**src/shared/prcd_pkg.sv**
```systemverilog
// Constants and carrier types for the parallel register command decoder.
// Assumes one 50 MHz clock and command words already latched by the pin logic.
package prcd_pkg;
   localparam int unsigned word_w = 16;
   localparam int unsigned data_w = 9;
   localparam int unsigned rw_bit = 15;
   localparam int unsigned sel_hi = 14;
   localparam int unsigned sel_lo = 9;
   localparam int unsigned stack_bit = 5;
   localparam int unsigned stack_n = 32;
   localparam int unsigned stack_init_n = 8;
   localparam logic [4:0] code_results = 5'h00;
   localparam logic [4:0] code_config = 5'h02;
   localparam logic [4:0] code_channel = 5'h03;
   localparam logic [4:0] code_range_a1 = 5'h04;
   localparam logic [4:0] code_range_a2 = 5'h05;
   localparam logic [4:0] code_range_b1 = 5'h06;
   localparam logic [4:0] code_range_b2 = 5'h07;
   localparam logic [4:0] code_status = 5'h08;
   localparam logic [8:0] config_reset = 9'h000;
   localparam logic [8:0] channel_reset = 9'h000;
   localparam logic [8:0] range_reset = 9'h0ff;
   localparam logic [8:0] stack_reset = 9'h000;
   localparam logic [15:0] undefined_word = 16'h0000;
   // Configuration field positions
   localparam int unsigned cfg_crc_en = 0;
   localparam int unsigned cfg_status_en = 1;
   localparam int unsigned cfg_os_lo = 2;
   localparam int unsigned cfg_os_hi = 4;
   localparam int unsigned cfg_seq_en = 5;
   localparam int unsigned cfg_burst_en = 6;
   localparam int unsigned cfg_self_det = 7;

   typedef struct packed {
      logic self_detect;
      logic burst_enable;
      logic sequencer_enable;
      logic [2:0] oversampling;
      logic status_word_enable;
      logic checksum_enable;
      logic checksum_active;
   } prcd_cfg_t;

   typedef struct packed {
      logic [3:0] converter_b_channel_select;
      logic [3:0] converter_a_channel_select;
   } prcd_chan_t;
endpackage

```
**src/logic/prcd_decoder.sv**
```systemverilog
// Command decoder and register bank behind the parallel data lines.
// Assumes cmd_write and read_strobe are single-cycle pulses synchronous to mclk.
module prcd_decoder #(
   parameter int unsigned stack_depth = prcd_pkg::stack_n
) (
   input wire logic mclk,
   input wire logic rst,
   input wire logic cmd_write,
   input wire logic [15:0] parallel_data_lines,
   input wire logic read_strobe,
   input wire logic [15:0] conv_result,
   input wire logic [7:0] last_pair_ids,
   input wire logic [7:0] checksum_value,
   output logic [15:0] read_data,
   output logic results_mode,
   output prcd_pkg::prcd_cfg_t config_out,
   output prcd_pkg::prcd_chan_t channel_out,
   output logic [35:0] range_out,
   output logic [stack_depth*9-1:0] stack_out
);
   logic [8:0] config_ff, nxt_config;
   logic [8:0] channel_ff, nxt_channel;
   logic [8:0] range_ff [4];
   logic [8:0] nxt_range [4];
   logic [8:0] stack_ff [stack_depth];
   logic [8:0] nxt_stack [stack_depth];
   logic [15:0] read_ff, nxt_read;
   logic results_ff, nxt_results;
   logic write_flag;
   logic [5:0] sel;
   logic [4:0] code;

   assign write_flag = parallel_data_lines[prcd_pkg::rw_bit];
   assign sel = parallel_data_lines[prcd_pkg::sel_hi:prcd_pkg::sel_lo];
   assign code = sel[4:0];

   function automatic logic [15:0] reg_word(input logic [5:0] s, input logic [8:0] v);
      reg_word = {1'b0, s, v};
   endfunction

   always_comb begin
      nxt_config = config_ff;
      nxt_channel = channel_ff;
      nxt_range = range_ff;
      nxt_stack = stack_ff;
      nxt_read = read_ff;
      nxt_results = results_ff;
      if (cmd_write) begin
         if (write_flag) begin
            if (sel[prcd_pkg::stack_bit]) begin
               if (32'(code) < stack_depth) nxt_stack[code] = parallel_data_lines[8:0];
            end else begin
               case (code)
                  prcd_pkg::code_config: nxt_config = parallel_data_lines[8:0];
                  prcd_pkg::code_channel: nxt_channel = parallel_data_lines[8:0];
                  prcd_pkg::code_range_a1: nxt_range[0] = parallel_data_lines[8:0];
                  prcd_pkg::code_range_a2: nxt_range[1] = parallel_data_lines[8:0];
                  prcd_pkg::code_range_b1: nxt_range[2] = parallel_data_lines[8:0];
                  prcd_pkg::code_range_b2: nxt_range[3] = parallel_data_lines[8:0];
                  default: ;
               endcase
            end
         end else begin
            nxt_results = 1'b0;
            if (sel[prcd_pkg::stack_bit]) begin
               nxt_read = (32'(code) < stack_depth) ? reg_word(sel, stack_ff[code]) : prcd_pkg::undefined_word;
            end else begin
               case (code)
                  prcd_pkg::code_results: nxt_results = 1'b1;
                  prcd_pkg::code_config: nxt_read = reg_word(sel, config_ff);
                  prcd_pkg::code_channel: nxt_read = reg_word(sel, channel_ff);
                  prcd_pkg::code_range_a1: nxt_read = reg_word(sel, range_ff[0]);
                  prcd_pkg::code_range_a2: nxt_read = reg_word(sel, range_ff[1]);
                  prcd_pkg::code_range_b1: nxt_read = reg_word(sel, range_ff[2]);
                  prcd_pkg::code_range_b2: nxt_read = reg_word(sel, range_ff[3]);
                  prcd_pkg::code_status: nxt_read = {last_pair_ids, checksum_value};
                  default: nxt_read = prcd_pkg::undefined_word;
               endcase
            end
         end
      end
   end

   always_ff @(posedge mclk or posedge rst) begin
      if (rst) begin
         config_ff <= prcd_pkg::config_reset;
         channel_ff <= prcd_pkg::channel_reset;
         for (int i = 0; i < 4; i++) range_ff[i] <= prcd_pkg::range_reset;
         for (int i = 0; i < stack_depth; i++) begin
            if (i < prcd_pkg::stack_init_n) stack_ff[i] <= 9'({i[3:0], i[3:0]});
            else stack_ff[i] <= prcd_pkg::stack_reset;
         end
         read_ff <= prcd_pkg::undefined_word;
         results_ff <= 1'b0;
      end else begin
         config_ff <= nxt_config;
         channel_ff <= nxt_channel;
         range_ff <= nxt_range;
         stack_ff <= nxt_stack;
         read_ff <= nxt_read;
         results_ff <= nxt_results;
      end
   end

   // Read cycle returns armed word or results
   assign read_data = results_ff ? conv_result : read_ff;
   assign results_mode = results_ff;

   always_comb begin
      config_out.self_detect = config_ff[prcd_pkg::cfg_self_det];
      config_out.burst_enable = config_ff[prcd_pkg::cfg_burst_en];
      config_out.sequencer_enable = config_ff[prcd_pkg::cfg_seq_en];
      config_out.oversampling = config_ff[prcd_pkg::cfg_os_hi:prcd_pkg::cfg_os_lo];
      config_out.status_word_enable = config_ff[prcd_pkg::cfg_status_en] | config_ff[prcd_pkg::cfg_crc_en];
      config_out.checksum_enable = config_ff[prcd_pkg::cfg_crc_en] | config_ff[prcd_pkg::cfg_status_en];
      config_out.checksum_active = config_out.checksum_enable;
   end

   assign channel_out = channel_ff[7:0];
   assign range_out = {range_ff[3][8:0], range_ff[2][8:0], range_ff[1][8:0], range_ff[0][8:0]};

   genvar g;
   generate
      for (g = 0; g < stack_depth; g++) begin : g_stack
         assign stack_out[g*9 +: 9] = stack_ff[g];
      end
   endgenerate

   a_cfg_write: assert property (@(posedge mclk) disable iff (rst)
      cmd_write && parallel_data_lines[15:9] == 7'h42 |=> config_ff == $past(parallel_data_lines[8:0]))
      else $error("config write lost");
   a_cfg_read: assert property (@(posedge mclk) disable iff (rst)
      cmd_write && parallel_data_lines[15:9] == 7'h02 |=> read_data == {7'h02, config_ff})
      else $error("config read wrong");
   a_res_mode: assert property (@(posedge mclk) disable iff (rst)
      cmd_write && parallel_data_lines[15:9] == 7'h00 |=> results_mode && read_data == conv_result)
      else $error("results mode missing");
   a_rsv_write: assert property (@(posedge mclk) disable iff (rst)
      cmd_write && parallel_data_lines[15:9] == 7'h41 |=> $stable(config_ff) && $stable(channel_ff))
      else $error("reserved write changed state");
   a_crc_join: assert property (@(posedge mclk) disable iff (rst)
      config_out.checksum_enable == (config_ff[0] | config_ff[1]))
      else $error("checksum enable wrong");
   a_stat_read: assert property (@(posedge mclk) disable iff (rst)
      cmd_write && parallel_data_lines[15:9] == 7'h08 |=> read_data == {$past(last_pair_ids), $past(checksum_value)})
      else $error("status word wrong");
endmodule

```
**config.mk**
```make
export PLATFORM = sky130hd
export DESIGN_NAME = prcd_decoder
export DESIGN_NICKNAME = d
export VERILOG_FILES = /design/src/shared/prcd_pkg.sv /design/src/logic/prcd_decoder.sv
export SDC_FILE = /design/constraint.sdc
export NUM_CORES = 1
export LEC_CHECK = 0
export BUFFER_PORTS_ARGS = -buffer_cell sky130_fd_sc_hd__buf_2
export CAP_MARGIN = 20
export CORE_MARGIN = 3
export CORE_UTILIZATION = 40
export DETAILED_ROUTE_END_ITERATION = 8
export PLACE_DENSITY = 0.71
export RECOVER_POWER = 100
export SYNTH_ARGS = -nofsm -noshare
export SYNTH_HDL_FRONTEND = slang
export SYNTH_SLANG_ARGS = --single-unit
```
**constraint.sdc**
```tcl
create_clock -name mclk -period 15.3 [get_ports mclk]
set_input_delay 0.765 -clock mclk [delete_from_list [all_inputs] [get_ports mclk]]
set_output_delay 0.765 -clock mclk [all_outputs]
set_load 0.05 [all_outputs]
```
==> results.yml <==
synth:
  synth_top_flop_cell: "dfrtp_1"
  async_flop_share: 1.00
  yosys.area_share.simple: 0.0526
  synth_area_leaders: "dfrtp_1 (44%), mux2_2 (24%), dfstp_2 (8.6%), mux4_2 (7.2%), mux2i_1 (2.9%)"
  synthMuxAreaShare: 0.348
  synth_top_family_by_area: "multiplexers"
  netlist.area_leader.share: 0.442
  yosysWarnings: 0
  yosysSeqAreaShare: 0.527
  syn-num-nets: 1237
  synth.largest_area_cell: "dfrtp_1"
  ys_ff_latch: 359
  yosys-top-cells-count: "mux2_2 (366), dfrtp_1 (303), dfstp_2 (56)"
  synthAdderAreaFrac: 0
  syn_avg_cell_area_um2: 14.5
  synthCells: 1185
  synth_edf_count: 0
  synth_xor_area_frac: 0
  synthesis.area_mm2: 0.0172
  synth-compound-area-share: 0.0392
  synth.most_common_cell: "mux2_2"
  synth_cell_type_count: 64
die:
  ioPinCount: 410
  core_mm2: 0.0421
  core.rowCount: 75
  die_area_mm2: 0.0454
  die_y_um: 213
  die_w_um: 213
  initial_core_util: 0.407
placement:
  place.detailed.hpwl_um: 42300
  gp_congestion: 0.813
  port_buffers: 408
  dp.cells: 2039
clocking:
  post_cts_resized: 0
  cts_tree: "done"
  htree_num_levels: 2
  cts.clk_slew.worst_paths_ns: 0.06
  ctsHoldBuffers: 0
  cts_root_buffer: "clkbuf_16"
  cts_num_sinks: 359
  postCtsSetupBuffers: 0
  cts.path.max_buffers: 3
  cts_buffers: 41
  clk_latency_ns: 0.56
worst_setup_path:
  cp.required_ns: 15.73
  cp_num_buf_inv: 2
  crit_top_cell: "clkbuf_1"
  cp_max_fo: 58
  crit_chain: "clkbuf_1 -> clkbuf_1 -> nand3_1 -> nor3_1 -> mux2_2"
  crit_arrival_ns: 8.88
  cp-end-kind: "flip-flop"
  cp_slowest_stage_delay_ns: 2.65
  critPathTopFamily: "buffers and inverters"
  reg2reg_to: "read_ff[3]"
  worstSetupPathType: "in2reg"
  rrSetupSlack_ns: 12.98
  slowest_stage: "clkbuf_1"
  crit_path_start_kind: "input port"
  r2r_start: "stack_out[30]"
  reg2regPathDepth: 5
power_and_ir_drop:
  p_seq_frac: 0.406
  switching_power_uw: 936
  clock_power_share: 0.370
  vdd_ir_drop_max_mv: 0.107
  p_comb_frac: 0.224
  powerDensity_mw_per_mm2: 135
  p_int_mw: 1.79
  power.leakage_nw: 8.99
  swShare: 0.343
hold_path:
  worst_hold_path.num_cells: 3
  hp-start: "last_pair_ids[7]"
  hold_path_end: "read_ff[15]"
  hold_path.class: "in2reg"
sta:
  finalHoldViolCount: 0
  worstMarginPinSlew_ns: 4.85
  tns_ns: 0
  finalCriticalPeriod_ns: 8.45
  setup_violations: 0
  grt_setup_unrepaired: "false"
  fmax_ghz: 0.118
  slew_viol_final: 383
  fin_skew_ns: 0.0175
  post-route-period-util: 0.552
  slew_headroom: -2.25
routing:
  wl_met1_um: 25900
  wl_per_cell_um: 28.8
  postRouteAntennaNets: 0
  drc: 0
  firstDrtPassIters: 4
  via_per_inst: 5.72
  drt_iter0_markers: 864
  route.met3.wl_um: 4550
  top_layer_used: "met5"
  routed_wl_um: 60900
  vias: 12100
  wl_met2_um: 28800
global_routing:
  grt_pass1_vias: 12500
  grt_max_degree: 170
  grt_usage: 0.265
  grt_remaining_overflow: 0
  antenna_found_initial: 2
  grt_pass1_wl_um: 87800
finish:
  finalNonFillerCells: 2115
  nNetsFinal: 1596
  layout-drive-gt1-share: 0.382
  syn_to_final_growth_pct: 17.8
run_status:
  violations: "max-capacitance violations, max-slew violations"
  outcome: "finished with violations"
flow_run:
  drv_cap: 11
==> sequential cells by signal, summed over array words and instances (netlist names) <==
signal / count
results_mode: 1
read_ff: 16
range_out: 36
config_ff: 9
stack_out: 288
channel_ff: 9
==> layer usage <==
| layer | global-route usage | up-vias |
|---|---|---|
| li1 | - | 5131 |
| met1 | 0.363 | 6416 |
| met2 | 0.424 | 464 |
| met3 | 0.0636 | 83 |
| met4 | 0.0729 | 4 |
| met5 | 0 | - |
==> worst max path at each step <==
| stage | cells after the start | endpoint | slack [ns] | from |
|---|---|---|---|---|
| 2_1_floorplan | 1 | channel_ff[0] | 4.67 | rst |
| 3_3_place_gp | 6 | stack_out[228] | 11.25 | parallel_data_lines[9] |
| 3_5_place_dp | 6 | stack_out[233] | 11.21 | parallel_data_lines[9] |
| 4_1_cts | 6 | stack_out[233] | 11.80 | parallel_data_lines[9] |
| 5_1_grt | 5 | stack_out[245] | 6.19 | parallel_data_lines[9] |
| 6_report | 5 | stack_out[250] | 6.85 | parallel_data_lines[9] |
==> power by group through the flow <==
| stage | Combinational, mW | Sequential, mW | Clock [mW] |
|---|---|---|---|
| after global placement | 0.632 | 1.11 | 0 |
| after detailed placement | 0.638 | 1.12 | 0 |
| after CTS | 0.639 | 1.10 | 1.03 |
| after global routing | 0.638 | 1.12 | 1.07 |
| final | 0.610 | 1.11 | 1.01 |
| after floorplan | 0.225 | 1.36 | 0 |
==> per-stage QoR <==
| step | hold WS, ns | power, mW | util | cell area [µm²] | setup slack, ns |
|---|---|---|---|---|---|
| final | 0.459 | 2.72 | 0.480 | 20200 | 6.85 |
| after global routing | 0.467 | 2.82 | 0.480 | 20200 | 6.19 |
| after CTS | 0.365 | 2.77 | 0.494 | 20800 | 11.80 |
| after detailed placement | 0.467 | 1.76 | 0.461 | 19400 | 11.21 |
| after global placement | 0.460 | 1.74 | 0.461 | 19400 | 11.25 |
| after floorplan | 0.435 | 1.58 | - | 17200 | 4.67 |
==> cells in the final DEF, fill, tap and decap left out, types with 4 or more instances in the layout <==
cell type	instances
o22ai_1	7
a22oi_1	15
mux2i_1	50
nor4_1	5
nand2_1	32
dfstp_2	56
clkbuf_8	11
mux4_1	4
nor2_1	49
a221oi_1	4
dfrtp_1	303
buf_2	47
a32oi_1	4
mux2_2	363
clkbuf_16	43
clkbuf_1	373
nor2b_1	8
nor3_1	6
a31oi_1	7
nand3_1	19
and3_1	5
a21oi_1	7
nand3b_1	7
clkinv_2	4
o21ai_0	13
buf_4	8
a221o_1	9
and2_1	7
mux4_2	55
==> kinds of logic (layout without fill, tap and decap cells) <==
family / Yosys count / in the layout
buffers and inverters: 106 / 496
AOI/OAI and AO/OA: 88 / 88
muxes: 475 / 475
other: 0 / 1
DFF: 359 / 359
and+or+nand+nor: 157 / 157
==> area by class of cell <==
cell class              instances  area, µm²
fillers                      3907      21900
flip-flops and latches        359       9050
multi-input cells             720       7420
repair buffers                420       1680
clock buffers                  63       1260
well taps                     539        674
clock inverters                11        123
inverters                       2       8.76
diodes                          1       2.50
==> worst min-delay path, stage by stage <==
cell and delay [ns]:
buf_2 0.08, nand3_1 0.05, nand2_1 0.07
Power figures use the tool's default switching activity.
